[src/dtc_pkg.sv]
// Constants shared by the dual 8-bit timer/event counter
package dtc_pkg;
   // ****************************************
   // Register map (byte addresses)
   // ****************************************
   localparam logic [7:0] OFS_CTRL_LOWER   = 8'h00;
   localparam logic [7:0] OFS_CTRL_UPPER   = 8'h04;
   localparam logic [7:0] OFS_PERIOD_LOWER = 8'h08;
   localparam logic [7:0] OFS_PERIOD_UPPER = 8'h0c;
   localparam logic [7:0] OFS_DUTY_LOWER   = 8'h10;
   localparam logic [7:0] OFS_DUTY_UPPER   = 8'h14;
   localparam logic [7:0] OFS_CONFIG       = 8'h18;
   localparam logic [7:0] OFS_COUNT        = 8'h1c;
   localparam int         ADDR_W           = 8;
   // ****************************************
   // Control and config register fields, reset values
   // ****************************************
   localparam int CTL_MODE_LSB = 0;
   localparam int CTL_RUN_BIT  = 3;
   localparam int CTL_SEL_LSB  = 4;
   localparam int CTL_FF_BIT   = 7;
   localparam int CFG_TAP_BIT  = 0;
   localparam logic [7:0] CTRL_RESET   = 8'h00;
   localparam logic [7:0] PERIOD_RESET = 8'hff;
   localparam logic [7:0] DUTY_RESET   = 8'hff;
   // ****************************************
   // Operating modes and clock selects
   // ****************************************
   localparam logic [2:0] MODE_8_TIMER  = 3'h0;
   localparam logic [2:0] MODE_16_TIMER = 3'h4;
   localparam logic [2:0] MODE_WARMUP   = 3'h5;
   localparam int         MODE_16_BIT   = 2;
   localparam logic [2:0] SEL_SLOWEST   = 3'h0;
   localparam logic [2:0] SEL_FC_128    = 3'h1;
   localparam logic [2:0] SEL_FC_32     = 3'h2;
   localparam logic [2:0] SEL_FC_8      = 3'h3;
   localparam logic [2:0] SEL_FS        = 3'h4;
   localparam logic [2:0] SEL_FC_2      = 3'h5;
   localparam logic [2:0] SEL_FC        = 3'h6;
   localparam logic [2:0] SEL_PIN       = 3'h7;
   // ****************************************
   // Clock rates, prescaler and event sync length
   // ****************************************
   localparam int CLK_HZ    = 125_000_000;
   localparam int FS_HZ     = 32_768;
   localparam int FS_DIV    = CLK_HZ / FS_HZ;
   localparam int PRE_W     = 11;
   localparam int FS_CNT_W  = 16;
   localparam int FS_SUB_W  = 3;
   localparam int SYNC_LEN  = 3;
   // ****************************************
   // Bus answers
   // ****************************************
   localparam logic [1:0] RESP_OKAY   = 2'h0;
   localparam logic [1:0] RESP_SLVERR = 2'h2;
endpackage : dtc_pkg

[src/dtc_timer.sv]
// Dual 8-bit timer/event counter with AXI4-Lite register slave
`timescale 1ns/1ps
`default_nettype none
module dtc_timer
   import dtc_pkg::*;
#(
   parameter int FS_DIVIDE = FS_DIV
)
(
   input  wire logic              clk,
   input  wire logic              sys_rst,
   input  wire logic [ADDR_W-1:0] s_axi_awaddr,
   input  wire logic              s_axi_awvalid,
   output logic                   s_axi_awready,
   input  wire logic       [31:0] s_axi_wdata,
   input  wire logic        [3:0] s_axi_wstrb,
   input  wire logic              s_axi_wvalid,
   output logic                   s_axi_wready,
   output logic             [1:0] s_axi_bresp,
   output logic                   s_axi_bvalid,
   input  wire logic              s_axi_bready,
   input  wire logic [ADDR_W-1:0] s_axi_araddr,
   input  wire logic              s_axi_arvalid,
   output logic                   s_axi_arready,
   output logic            [31:0] s_axi_rdata,
   output logic             [1:0] s_axi_rresp,
   output logic                   s_axi_rvalid,
   input  wire logic              s_axi_rready,
   input  wire logic              event_input_pin_lower,
   input  wire logic              event_input_pin_upper,
   input  wire logic              low_speed_mode,
   output logic                   match_interrupt_lower,
   output logic                   match_interrupt_upper
);
   // Prescaler counter must hold the divide value and wrap at least once
   if (FS_DIVIDE < 2 || FS_DIVIDE >= (1 << FS_CNT_W)) begin : g_bad_divide
      $error("FS_DIVIDE out of range");
   end

   typedef struct packed {
      logic                          aw_have;
      logic             [ADDR_W-1:0] aw_addr;
      logic                          w_have;
      logic                   [31:0] w_data;
      logic                    [3:0] w_strb;
      logic                          bvalid;
      logic                    [1:0] bresp;
      logic                          rvalid;
      logic                   [31:0] rdata;
      logic                    [1:0] rresp;
      logic               [1:0][7:0] ctrl;
      logic               [1:0][7:0] period;
      logic               [1:0][7:0] duty;
      logic                          tap_sel;
      logic     [1:0][SYNC_LEN-1:0]  ev_sync;
      logic              [PRE_W-1:0] pre;
      logic           [FS_CNT_W-1:0] fs_cnt;
      logic           [FS_SUB_W-1:0] fs_sub;
      logic                    [1:0] irq;
   } dtc_state_t;

   dtc_state_t st_reg;
   dtc_state_t st_next;

   logic [1:0][7:0] count;
   logic            carry_lo;
   logic      [1:0] run;
   logic      [1:0] tick;
   logic      [1:0] clear;
   logic      [1:0] fall;
   logic            upper16;
   logic            match16;
   logic      [1:0] match8;

   // ****************************************
   // Prescaled tick for a clock select code
   // ****************************************
   function automatic logic tap_tick(input logic [2:0] sel, input dtc_state_t s,
                                     input logic slow);
      logic fs_t;
      logic fs8_t;
      fs_t  = (s.fs_cnt == FS_CNT_W'(FS_DIVIDE - 1));
      fs8_t = fs_t & (&s.fs_sub);
      tap_tick = 1'b0;
      unique case (sel)
         SEL_SLOWEST: tap_tick = (slow | s.tap_sel) ? fs8_t : (&s.pre[10:0]);
         SEL_FC_128:  tap_tick = &s.pre[6:0];
         SEL_FC_32:   tap_tick = &s.pre[4:0];
         SEL_FC_8:    tap_tick = &s.pre[2:0];
         SEL_FS:      tap_tick = fs_t;
         SEL_FC_2:    tap_tick = s.pre[0];
         SEL_FC:      tap_tick = 1'b1;
         SEL_PIN:     tap_tick = 1'b0;
      endcase
   endfunction : tap_tick

   // Timer mode tap legality by power state
   function automatic logic timer_sel_ok(input logic [2:0] sel, input logic slow);
      if (slow) begin
         timer_sel_ok = (sel == SEL_SLOWEST);
      end else begin
         timer_sel_ok = (sel <= SEL_FC_8);
      end
   endfunction : timer_sel_ok

   // ****************************************
   // Counting datapath
   // ****************************************
   always_comb begin
      logic [2:0] sel0;
      logic [2:0] sel1;
      logic       m8_0;
      logic       m8_1;
      logic       m16;
      sel0    = st_reg.ctrl[0][CTL_SEL_LSB +: 3];
      sel1    = st_reg.ctrl[1][CTL_SEL_LSB +: 3];
      upper16 = st_reg.ctrl[1][CTL_MODE_LSB + MODE_16_BIT];
      m8_0    = ~upper16 & (st_reg.ctrl[0][CTL_MODE_LSB +: 3] == MODE_8_TIMER);
      m8_1    = ~upper16 & (st_reg.ctrl[1][CTL_MODE_LSB +: 3] == MODE_8_TIMER);
      m16     = upper16 & (st_reg.ctrl[1][CTL_MODE_LSB +: 3] == MODE_16_TIMER);
      fall[0] = st_reg.ev_sync[0][2] & ~st_reg.ev_sync[0][1];
      fall[1] = st_reg.ev_sync[1][2] & ~st_reg.ev_sync[1][1];
      run[0]  = upper16 ? st_reg.ctrl[1][CTL_RUN_BIT] : st_reg.ctrl[0][CTL_RUN_BIT];
      run[1]  = st_reg.ctrl[1][CTL_RUN_BIT];
      // Lower select drives 16-bit operation; pin is the lower pin there
      if (sel0 == SEL_PIN) begin
         tick[0] = (m8_0 | m16) & fall[0];
      end else begin
         tick[0] = (m8_0 | m16) & timer_sel_ok(sel0, low_speed_mode)
                   & tap_tick(sel0, st_reg, low_speed_mode);
      end
      if (upper16) begin
         tick[1] = m16 & carry_lo;
      end else if (sel1 == SEL_PIN) begin
         tick[1] = m8_1 & fall[1];
      end else begin
         tick[1] = m8_1 & timer_sel_ok(sel1, low_speed_mode)
                   & tap_tick(sel1, st_reg, low_speed_mode);
      end
      // Compare against live register values, no shadow copy
      match8[0] = m8_0 & run[0] & (count[0] == st_reg.period[0]);
      match8[1] = m8_1 & run[1] & (count[1] == st_reg.period[1]);
      match16   = m16 & run[1] & ({count[1], count[0]} == st_reg.period);
      clear[0]  = match8[0] | match16;
      clear[1]  = match8[1] | match16;
   end

   // ****************************************
   // Channel counters
   // ****************************************
   dtc_channel u_lower (
      .clk     (clk),
      .sys_rst (sys_rst),
      .run     (run[0]),
      .tick    (tick[0]),
      .clear   (clear[0]),
      .count   (count[0]),
      .carry   (carry_lo)
   );

   dtc_channel u_upper (
      .clk     (clk),
      .sys_rst (sys_rst),
      .run     (run[1]),
      .tick    (tick[1]),
      .clear   (clear[1]),
      .count   (count[1]),
      .carry   ()
   );

   // ****************************************
   // Next state: bus slave, prescaler, sync
   // ****************************************
   always_comb begin
      logic [31:0] rd;
      logic        hit;
      st_next = st_reg;
      rd      = 32'h0000_0000;
      hit     = 1'b1;
      st_next.pre = st_reg.pre + PRE_W'(1);
      if (st_reg.fs_cnt == FS_CNT_W'(FS_DIVIDE - 1)) begin
         st_next.fs_cnt = '0;
         st_next.fs_sub = st_reg.fs_sub + FS_SUB_W'(1);
      end else begin
         st_next.fs_cnt = st_reg.fs_cnt + FS_CNT_W'(1);
      end
      st_next.ev_sync[0] = {st_reg.ev_sync[0][1:0], event_input_pin_lower};
      st_next.ev_sync[1] = {st_reg.ev_sync[1][1:0], event_input_pin_upper};
      st_next.irq = {match8[1] | match16, match8[0]};
      // Write channels
      if (s_axi_awvalid && s_axi_awready) begin
         st_next.aw_have = 1'b1;
         st_next.aw_addr = s_axi_awaddr;
      end
      if (s_axi_wvalid && s_axi_wready) begin
         st_next.w_have = 1'b1;
         st_next.w_data = s_axi_wdata;
         st_next.w_strb = s_axi_wstrb;
      end
      if (st_reg.aw_have && st_reg.w_have && !st_reg.bvalid) begin
         st_next.aw_have = 1'b0;
         st_next.w_have  = 1'b0;
         st_next.bvalid  = 1'b1;
         st_next.bresp   = RESP_OKAY;
         if (st_reg.w_strb[0]) begin
            unique case (st_reg.aw_addr)
               OFS_CTRL_LOWER:   st_next.ctrl[0]   = st_reg.w_data[7:0];
               OFS_CTRL_UPPER:   st_next.ctrl[1]   = st_reg.w_data[7:0];
               OFS_PERIOD_LOWER: st_next.period[0] = st_reg.w_data[7:0];
               OFS_PERIOD_UPPER: st_next.period[1] = st_reg.w_data[7:0];
               OFS_DUTY_LOWER:   st_next.duty[0]   = st_reg.w_data[7:0];
               OFS_DUTY_UPPER:   st_next.duty[1]   = st_reg.w_data[7:0];
               OFS_CONFIG:       st_next.tap_sel   = st_reg.w_data[CFG_TAP_BIT];
               OFS_COUNT:        st_next.bresp     = RESP_OKAY;
               default:          st_next.bresp     = RESP_SLVERR;
            endcase
         end
      end
      if (st_reg.bvalid && s_axi_bready) begin
         st_next.bvalid = 1'b0;
      end
      // Read channel
      unique case (s_axi_araddr)
         OFS_CTRL_LOWER:   rd[7:0] = st_reg.ctrl[0];
         OFS_CTRL_UPPER:   rd[7:0] = st_reg.ctrl[1];
         OFS_PERIOD_LOWER: rd[7:0] = st_reg.period[0];
         OFS_PERIOD_UPPER: rd[7:0] = st_reg.period[1];
         OFS_DUTY_LOWER:   rd[7:0] = st_reg.duty[0];
         OFS_DUTY_UPPER:   rd[7:0] = st_reg.duty[1];
         OFS_CONFIG:       rd[CFG_TAP_BIT] = st_reg.tap_sel;
         OFS_COUNT:        rd[15:0] = {count[1], count[0]};
         default:          hit = 1'b0;
      endcase
      if (s_axi_arvalid && s_axi_arready) begin
         st_next.rvalid = 1'b1;
         st_next.rdata  = rd;
         st_next.rresp  = hit ? RESP_OKAY : RESP_SLVERR;
      end else if (st_reg.rvalid && s_axi_rready) begin
         st_next.rvalid = 1'b0;
      end
   end

   always_ff @(posedge clk or posedge sys_rst) begin
      if (sys_rst) begin
         st_reg        <= '0;
         st_reg.ctrl   <= {CTRL_RESET, CTRL_RESET};
         st_reg.period <= {PERIOD_RESET, PERIOD_RESET};
         st_reg.duty   <= {DUTY_RESET, DUTY_RESET};
      end else begin
         st_reg <= st_next;
      end
   end

   // ****************************************
   // Outputs
   // ****************************************
   assign s_axi_awready         = ~st_reg.aw_have;
   assign s_axi_wready          = ~st_reg.w_have;
   assign s_axi_bvalid          = st_reg.bvalid;
   assign s_axi_bresp           = st_reg.bresp;
   assign s_axi_arready         = ~st_reg.rvalid;
   assign s_axi_rvalid          = st_reg.rvalid;
   assign s_axi_rdata           = st_reg.rdata;
   assign s_axi_rresp           = st_reg.rresp;
   assign match_interrupt_lower = st_reg.irq[0];
   assign match_interrupt_upper = st_reg.irq[1];
endmodule : dtc_timer
`default_nettype wire

[src/dtc_channel.sv]
// One 8-bit up-counter channel with clear, tick and overflow carry
`timescale 1ns/1ps
`default_nettype none
module dtc_channel
   import dtc_pkg::*;
(
   input  wire logic       clk,
   input  wire logic       sys_rst,
   input  wire logic       run,
   input  wire logic       tick,
   input  wire logic       clear,
   output logic      [7:0] count,
   output logic            carry
);
   typedef struct packed {
      logic [7:0] count;
   } dtc_ch_state_t;

   dtc_ch_state_t st_reg;
   dtc_ch_state_t st_next;

   always_comb begin
      st_next = st_reg;
      if (!run) begin
         st_next.count = 8'h00;
      end else if (clear) begin
         st_next.count = 8'h00;
      end else if (tick) begin
         st_next.count = st_reg.count + 8'h01;
      end
   end

   always_ff @(posedge clk or posedge sys_rst) begin
      if (sys_rst) begin
         st_reg <= '0;
      end else begin
         st_reg <= st_next;
      end
   end

   assign count = st_reg.count;
   assign carry = run & tick & ~clear & (st_reg.count == 8'hff);
endmodule : dtc_channel
`default_nettype wire

[config.mk]
export PLATFORM = sky130hd
export DESIGN_NAME = dtc_timer
export DESIGN_NICKNAME = d
export VERILOG_FILES = /design/src/dtc_pkg.sv /design/src/dtc_timer.sv /design/src/dtc_channel.sv
export SDC_FILE = /design/constraint.sdc
export NUM_CORES = 1
export LEC_CHECK = 0
export BUFFER_PORTS_ARGS = -buffer_cell sky130_fd_sc_hd__buf_2
export CAP_MARGIN = 20
export CORE_UTILIZATION = 35
export DETAILED_ROUTE_END_ITERATION = 7
export HOLD_SLACK_MARGIN = 0.03
export SKIP_LAST_GASP = 1
export SLEW_MARGIN = 20
export SYNTH_ARGS = -nofsm -noshare
export SYNTH_HDL_FRONTEND = slang
export SYNTH_SLANG_ARGS = --single-unit
[constraint.sdc]
create_clock -name clk -period 4.3 [get_ports clk]
set_input_delay 0.43 -clock clk [delete_from_list [all_inputs] [get_ports clk]]
set_output_delay 0.43 -clock clk [all_outputs]
set_load 0.02 [all_outputs]
==> results of run 1 <==
[cells in the final DEF, fill, tap and decap left out, types with 4 or more instances in the layout]
cell type  netlist  routed
a22oi_1         15      15
nor4_1           7       7
or4_1            4       4
bufinv_16        0       5
nor2b_1          7       7
or3_1            4       4
nor2_1          41      41
mux2_1          19      19
nand4_1         10      10
a21oi_1          9       9
clkbuf_16        0      17
and2_1           5       5
buf_2            0      59
mux2_2          50      50
a222oi_1         7       7
dfrtp_1        110     110
nand2_1         44      44
nand3_1         22      22
o21ai_0          7       7
inv_1           13      12
xor2_1          32      32
nor3_1           7       7
xnor2_1         13      13
ha_1             9       9
a21o_1           6       6
nand2b_1         4       4
dfstp_2         32      32
a31oi_1          6       6
conb_1           1      18
and3_1          13      13
[report_power, final]
| part | internal, W | switching (W) | leakage, nW |
|---|---|---|---|
| Combinational | 0.000244 | 0.000274 | 1.59 |
| Sequential | 0.00154 | 0.000211 | 1.77 |
| Clock | 0.00107 | 0.000570 | 0.317 |
| Total | 0.00285 | 0.00106 | 3.67 |
[area by class of cell]
class	count	area, sq um	area share
multi-input combinational	402	2900	0.370
clock buffer	20	457	0.0582
inverter	13	53.8	0.00685
clock inverter	12	209	0.0266
sequential	142	3590	0.458
tap	260	325	0.0414
timing repair buffer	61	310	0.0395
[cells by family (layout without fill, tap and decap cells)]
family	count (synthesis)	count (layout)	share of synthesized area
AOI/OAI and AO/OA	71	71	0.0768
other	1	18	0.000551
and+or+nand+nor	187	187	0.147
muxes	72	72	0.119
xor gates and xnor gates	45	45	0.0579
adders and majority gates	9	9	0.0165
buffers and inverters	62	106	0.0551
DFF	142	142	0.528
[metrics by stage]
step	total power (W)	setup WS (ps)	area [sq um]	util
after floorplan	0.00212	113	6870	-
after global placement	0.00226	1350	7180	0.380
after detailed placement	0.00230	1300	7180	0.380
after CTS	0.00395	1280	7850	0.415
after global routing	0.00410	1110	7850	0.415
final	0.00390	1320	7850	0.415
[critical path: stages, from the launching register on]
cell,delay [ps]
dfrtp_1,490
nor4_1,560
a21oi_1,120
or4bb_1,570
nand2_4,150
a31oi_2,280
or4_1,570
a21oi_1,150
[path summary, 6_finish.rpt]
| check | from | to | cells past startpoint |
|---|---|---|---|
| setup / recovery | st_reg[81] | u_upper.count[7] | 7 |
| setup reg to reg | st_reg[81] | u_upper.count[7] | 7 |
| hold reg to reg | st_next[36] | st_next[37] | 0 |
| max in group asynchronous | sys_rst | st_reg[50] | 3 |
| min in group asynchronous | sys_rst | st_reg[132] | 2 |
| hold / removal | event_input_pin_upper | st_next[36] | 1 |
[per-layer routing]
metal,vias up,routed length (microns),part of all wire,GRT usage
met5,-,0,0,0
met4,0,233,0.016,0.0583
met3,17,696,0.048,0.0381
met2,110,6560,0.45,0.248
met1,2251,7090,0.49,0.215
li1,2163,-,-,-
==> metrics.md, run 1 <==
| Metric | Value |
|---|---|
| Post-synthesis cell type count | `58` |
| Initial DRT Pass Iterations | `5` |
| DP Cell Count | `878` |
| Pwr/cell area | `497 nW/um^2` |
| Chip width | `141 microns` |
| Routed WL per cell | `16.0 microns` |
| Layout cell share with drive strength beyond 1 | `0.282` |
| Most common cell in the netlist | `dfrtp_1` |
| Synth top area cells | `dfrtp_1, dfstp_2, mux2_2` |
| Ys Warns | `0` |
| Via density | `4.99` |
| Final WL | `14600 microns` |
| Nets | `708` |
| Pleak | `3.67 nW` |
| Status | `finished, final reports clean` |
| Sequential share of the synthesized area | `0.528` |
| PortBufs | `59` |
| Die extent in y | `141 microns` |
| Async SR Flop Fraction | `1.00` |
| Post-DP HPWL | `10400 microns` |
| Clk_skew | `6.99 ps` |
| Inserted Clock Buffers | `17` |
| CP required | `4640 ps` |
| Placer Congestion | `0.840` |
| Post-Syn Instances | `589` |
| H-tree depth | `4` |
| Min-Delay Path Class | `input port to flop` |
| GR Overflow Total | `0` |
| Postcts setup bufs | `0` |
| Clk sink count | `142` |
| Filler Cells Inserted | `1787` |
| Register bit count reported by yosys | `142` |
| Maximum vdd drop | `293 uV` |
| P&R area growth vs syn | `15.3%` |
| Setup TNS | `0 ps` |
| Largest net degree at the start of global routing | `110` |
| Startpoint Class | `flop` |
| CTS root buf | `clkbuf_16` |
| Highest clock rate | `336 MHz` |
| Period utilization | `0.692` |
| R2r setup slk | `1320 ps` |
| Post-Layout Cell Count | `910` |
| Core ar. | `18900 sq um` |
| Number of synthesized flops with an enable pin | `0` |
| Largest register FFs | `99` |
| Worst path arrival time | `3320 ps` |
| Max_cap viols | `0` |
| # hold bufs at CTS | `0` |
| Row count | `50` |
| Synth area leader | `dfrtp_1` |
| Post-synth top area share | `0.404` |
| Mapped Area | `6810 sq um` |
| Antenna-violating nets left | `0` |
| Synth cell count leaders | `dfrtp_1, mux2_2, nand2_1` |
| Hold violation count in the final report | `0` |
| CP endpoint kind | `flop` |
| Vias | `4541` |
| Crit path kind | `flop to flop` |
| Vias in the first global route | `4662` |
| Endpoints failing setup | `0` |
| Antenna cells | `0` |
| Initial antenna violation count | `0` |
| GRT Resource Usage Total | `0.159` |
| Ports | `105` |
| First-pass GRT wire length | `24400 microns` |
| Syn_area_per_cell | `11.6 sq um` |
| Worst Tran Pin Value | `1050 ps` |
| Max Slew Vio Count | `0` |
| Initial Util | `0.360` |
| Clk_lat worst skew | `420 ps` |
| TritonCTS clock tree | `built` |
| Drc violations | `0` |
| Initial drt markers | `309` |
| Unrepaired setup endpoints after global routing | `false` |
| Top FF cell, synth | `dfrtp_1` |
| Worst hold slack | `116 ps` |
| CP max FO | `14` |
| CTS resizes | `0` |
| Max Root-Sink Buffers | `2` |
| Clock slew at the register clock pins of the worst setup and hold paths | `60 ps` |
| Minimum clock period | `2980 ps` |
| Die area | `20000 sq um` |
| Rel. slew slack | `0.295` |
No activity file was read; power rests on OpenSTA's default activity.
==> run 2, diff against run 1 <==
==> constraint.sdc (replaced) <==
create_clock -name clk -period 3.09 [get_ports clk]
set_input_delay 0.309 -clock clk [delete_from_list [all_inputs] [get_ports clk]]
set_output_delay 0.309 -clock clk [all_outputs]
set_load 0.02 [all_outputs]
==> metrics.md, run 2 (synthesis results as in run 1) <==
| Metric | Value |
|---|---|
| Core ar. | `18900 sq um` |
| Nets | `728` |
| Endpoints failing setup | `0` |
| CP endpoint kind | `flop` |
| Worst path arrival time | `3260 ps` |
| Inserted Clock Buffers | `17` |
| Unrepaired setup endpoints after global routing | `false` |
| Die area | `20000 sq um` |
| Pint | `0.00377 W` |
| Post-DP HPWL | `11000 microns` |
| Period utilization | `0.945` |
| Initial Util | `0.360` |
| Placer Congestion | `0.905` |
| Via density | `5.03` |
| Initial antenna violation count | `0` |
| Antenna-violating nets left | `0` |
| TritonCTS clock tree | `built` |
| Largest net degree at the start of global routing | `60` |
| Seq. cell area | `3590 sq um` |
| Ports | `105` |
| Drc violations | `0` |
| Highest clock rate | `342 MHz` |
| Final WL | `15300 microns` |
| Setup TNS | `0 ps` |
| Comb pwr share | `0.146` |
| CP max FO | `11` |
| Vias in the first global route | `4771` |
| PortBufs | `59` |
| Flop pwr share | `0.466` |
| P&R area growth vs syn | `16.9%` |
| Routed WL per cell | `16.5 microns` |
| Worst path bufs/invs | `0` |
| Filler Cells Inserted | `1795` |
| Switch Pwr | `0.00146 W` |
| Leading cell types in the layout, fill and taps excluded | `dfrtp_1, buf_2, mux2_2` |
| Row count | `50` |
| Antenna cells | `0` |
| GR Overflow Total | `0` |
| Max Root-Sink Buffers | `2` |
| Minimum clock period | `2920 ps` |
| CP cell instances | `or4b_4 > nor4_4 > a311o_1 > a21oi_1 > nor4b_2 > a31oi_4 > or4_1 > a21oi_1` |
| CTS root buf | `clkbuf_16` |
| Cell family with most CP delay | `simple AND/OR/NAND/NOR gates` |
| Startpoint Class | `flop` |
| Crit-path max cell delay | `570 ps` |
| Crit path kind | `flop to flop` |
| Most common cell after layout, fill and taps aside | `dfrtp_1` |
| Pleak | `3.74 nW` |
| First-pass GRT wire length | `25100 microns` |
| Clock slew at the register clock pins of the worst setup and hold paths | `60 ps` |
| Area of the multi-input gates | `2910 sq um` |
| Util after Layout | `0.421` |
| Status | `finished, final reports clean` |
| Net Sw Frac | `0.280` |
| Vias | `4682` |
| Clock Power Share | `0.388` |
| H-tree depth | `4` |
| Top cell by count, worst path | `a21oi_1` |
| Rel. slew slack | `0.396` |
| CP required | `3430 ps` |
| Die extent in y | `141 microns` |
| Largest register FFs | `99` |
| Clk_skew | `10.2 ps` |
| GRT Resource Usage Total | `0.163` |
| Initial DRT Pass Iterations | `5` |
| Max_cap viols | `0` |
| Hold violation count in the final report | `0` |
| Slowest CP cell | `or4b_4` |
| Initial drt markers | `360` |
| Layout cell share with drive strength beyond 1 | `0.297` |
| Maximum vdd drop | `438 uV` |
| Min-Delay Path Class | `input port to flop` |
| Clk sink count | `142` |
| Pwr/cell area | `658 nW/um^2` |
| Clk_lat worst skew | `430 ps` |
| Chip width | `141 microns` |
| Worst Tran Pin Value | `904 ps` |
| Max Slew Vio Count | `0` |
==> run 2: area by class of cell <==
| class | instances | share of cell area |
|---|---|---|
| Sequential cell | 142 | 0.451 |
| Timing Repair Buffer | 81 | 0.0619 |
| Tap cell | 260 | 0.0409 |
| Clock inverter | 12 | 0.0184 |
| Inverter | 13 | 0.00660 |
| Multi-Input combinational cell | 402 | 0.366 |
| Clock buffer | 20 | 0.0549 |
==> run 2: per-stage QoR <==
stage          cells  setup slack, ps  area, sq um  total power (W)  hold WS [ps]
2_1_floorplan    606              455         6870          0.00295           331
3_3_place_gp     893              226         7320          0.00318           336
3_5_place_dp     893              150         7320          0.00324           336
4_1_cts          928              122         7930          0.00529          39.7
5_1_grt          930             2.56         7960          0.00549          61.4
6_report         930              169         7960          0.00524          54.7
==> run 2: power by group through the flow <==
stage,Combinational (W),Sequential (W),Clock [W]
floorplan,0.000597,0.00235,0
global placement,0.000737,0.00245,0
detailed placement,0.000768,0.00247,0
CTS,0.000774,0.00244,0.00207
global route,0.000850,0.00248,0.00216
finish,0.000765,0.00244,0.00203
==> run 2: repair_timing <==
action                                 in CTS  in global routing
resized for setup                           0                  2
endpoints found under the hold margin      29                  0
setup buffers                               0                  2
setup endpoints to repair                   0                  5
hold buffers                                3                  0
==> run 2: path summary, 6_finish.rpt <==
kind,startpoint,slack (ps),end,cells past startpoint
worst max-delay path,st_reg[13],170,u_upper.count[7],8
min in group asynchronous,sys_rst,530,u_upper.count[5],3
worst max register to register,st_reg[13],170,u_upper.count[7],8
worst min-delay path,s_axi_bready,50,s_axi_bvalid,2
max in group asynchronous,sys_rst,1810,st_reg[43],4
worst min register to register,st_next[36],340,st_next[37],0
==> run 2: layer usage <==
layer / vias up / global-route usage / share of wire
met3: 17 / 0.0378 / 0.045
li1: 2194 / - / -
met2: 119 / 0.269 / 0.48
met4: 0 / 0.0560 / 0.013
met1: 2352 / 0.212 / 0.46
met5: - / 0 / 0
==> run 3, diff against run 2 <==
--- a/config.mk
+++ b/config.mk
@@ -7,6 +7,7 @@
 export LEC_CHECK = 0
 export BUFFER_PORTS_ARGS = -buffer_cell sky130_fd_sc_hd__buf_2
 export CAP_MARGIN = 20
+export CORE_MARGIN = 4
 export CORE_UTILIZATION = 35
 export DETAILED_ROUTE_END_ITERATION = 7
 export HOLD_SLACK_MARGIN = 0.03
==> constraint.sdc (replaced) <==
create_clock -name clk -period 2.7 [get_ports clk]
set_input_delay 0.27 -clock clk [delete_from_list [all_inputs] [get_ports clk]]
set_output_delay 0.27 -clock clk [all_outputs]
set_load 0.02 [all_outputs]
==> metrics.md, run 3 (synthesis results as in run 1) <==
| Metric | Value |
|---|---|
| Status | `finished, final reports clean` |
| Util after Layout | `0.436` |
| Endpoints failing setup | `0` |
| PortBufs | `59` |
| Pint | `0.00453 W` |
| CP required | `3040 ps` |
| Crit path kind | `flop to flop` |
| Vias | `4768` |
| Largest register FFs | `99` |
| Largest net degree at the start of global routing | `43` |
| Post-DP HPWL | `11200 microns` |
| Clock slew at the register clock pins of the worst setup and hold paths | `60 ps` |
| Pwr/cell area | `760 nW/um^2` |
| First-pass GRT wire length | `25000 microns` |
| Clk_skew | `8.53 ps` |
| Area of the multi-input gates | `2980 sq um` |
| Switch Pwr | `0.00174 W` |
| Routed WL per cell | `16.2 microns` |
| Maximum vdd drop | `664 uV` |
| Most common cell after layout, fill and taps aside | `dfrtp_1` |
| Worst path arrival time | `3030 ps` |
| P&R area growth vs syn | `21.1%` |
| Nets | `746` |
| Layout cell share with drive strength beyond 1 | `0.331` |
| H-tree depth | `4` |
| Period utilization | `0.997` |
| CTS root buf | `clkbuf_16` |
| Pleak | `3.89 nW` |
| Leading cell types in the layout, fill and taps excluded | `dfrtp_1, buf_2, mux2_2` |
| Pre-CTS WS | `-29.8 ps` |
| GRT Resource Usage Total | `0.144` |
| Max_cap viols | `0` |
| FF-to-FF path depth | `9` |
| Clock Power Share | `0.402` |
| Drc violations | `0` |
| Row count | `50` |
| GR Overflow Total | `0` |
| Flop pwr share | `0.446` |
| Net Sw Frac | `0.278` |
| Clk_lat worst skew | `420 ps` |
| Initial antenna violation count | `0` |
| Core ar. | `18900 sq um` |
| Hold violation count in the final report | `0` |
| Chip width | `147 microns` |
| Initial drt markers | `271` |
| Minimum clock period | `2690 ps` |
| Filler Cells Inserted | `1764` |
| Ports | `105` |
| Comb pwr share | `0.152` |
| Rel. slew slack | `0.444` |
| Seq. cell area | `3590 sq um` |
| Die extent in y | `147 microns` |
| Die area | `21700 sq um` |
| Max Slew Vio Count | `0` |
| Worst Tran Pin Value | `832 ps` |
| Slack of the critical path | `7.88 ps` |
| Antenna cells | `0` |
| Clk sink count | `142` |
| Highest clock rate | `371 MHz` |
| Min-Delay Path Class | `input port to flop` |
| CP endpoint kind | `flop` |
| Max Root-Sink Buffers | `2` |
| TritonCTS clock tree | `built` |
| Startpoint Class | `flop` |
| CP max FO | `6` |
| Antenna-violating nets left | `0` |
| Initial Util | `0.360` |
| Final WL | `15400 microns` |
| Unrepaired setup endpoints after global routing | `true` |
| Vias in the first global route | `4791` |
| Placer Congestion | `0.845` |
| Via density | `5.03` |
| Hold path depth | `2` |
| Inserted Clock Buffers | `17` |
| Initial DRT Pass Iterations | `6` |
## run 3: changes by cell type in the layout (fill, tap and decap cells not counted), sizes merged
cell         before  now
buf              78   94
clkinv            6    5
clkinvlp          4    2
bufinv            3    4
dlygate4sd3       3    5
inv              12   14
## run 3: timing repair
item / 4_1_cts / 5_1_grt
pin swaps: 2 / 15
endpoints found under the hold margin: 31 / 0
hold buffers: 5 / 0
gates cloned: 0 / 0
buffers inserted: 3 / 1
resized for setup: 4 / 13
setup endpoints to repair: 6 / 7
## run 3: final cells by class
class	instances	share of cell area
flip-flops and latches	142	0.436
inverters	13	0.00638
well taps	260	0.0395
repair buffers	99	0.0792
multi-input cells	402	0.361
clock buffers	20	0.0554
clock inverters	12	0.0225
## run 3: worst max-delay path, stage by stage (launching register included)
cell and delay (ps):
dfrtp_1 380, or4b_4 550, nor4_4 310, a311o_1 240, a21oi_2 80, nor4b_4 330, a31oi_4 100, buf_6 180
or3_1 320, a21oi_2 140
## run 3: final timing paths
| check | startpoint | endpoint | slack, ps |
|---|---|---|---|
| max in group asynchronous | sys_rst | st_reg[41] | 1480 |
| min in group asynchronous | sys_rst | match_interrupt_upper | 530 |
| setup / recovery | st_reg[17] | u_upper.count[2] | 8 |
| hold reg to reg | st_next[36] | st_next[37] | 350 |
| hold / removal | s_axi_awaddr[7] | st_reg[169] | 80 |
| setup reg to reg | st_reg[17] | u_upper.count[2] | 8 |
## run 3: routing by layer
layer  vias up  global-route usage  part of all wire
li1       2241                   -                 -
met1      2373               0.194              0.47
met2       137               0.226              0.46
met3        17              0.0303             0.052
met4         0              0.0620             0.016
met5         -                   0                 0
## run 3: through the flow
step / total power, W / instances / hold slack, ps / instance area, sq um / setup TNS [ps]
finish: 0.00627 / 948 / 76.4 / 8240 / 0
global route: 0.00653 / 948 / 72.4 / 8240 / -577
global placement: 0.00368 / 907 / 334 / 7440 / -0.231
floorplan: 0.00338 / 606 / 301 / 6870 / 0
detailed placement: 0.00374 / 907 / 336 / 7440 / -66.2
CTS: 0.00628 / 947 / 61.3 / 8180 / -0.426
## run 3: power by group through the flow
| stage | sequential [W] | combinational, W | clock [W] |
|---|---|---|---|
| 5_1_grt | 0.00284 | 0.00104 | 0.00265 |
| 2_1_floorplan | 0.00269 | 0.000684 | 0 |
| 4_1_cts | 0.00279 | 0.000932 | 0.00256 |
| 3_5_place_dp | 0.00282 | 0.000913 | 0 |
| 6_report | 0.00280 | 0.000950 | 0.00252 |
| 3_3_place_gp | 0.00280 | 0.000881 | 0 |
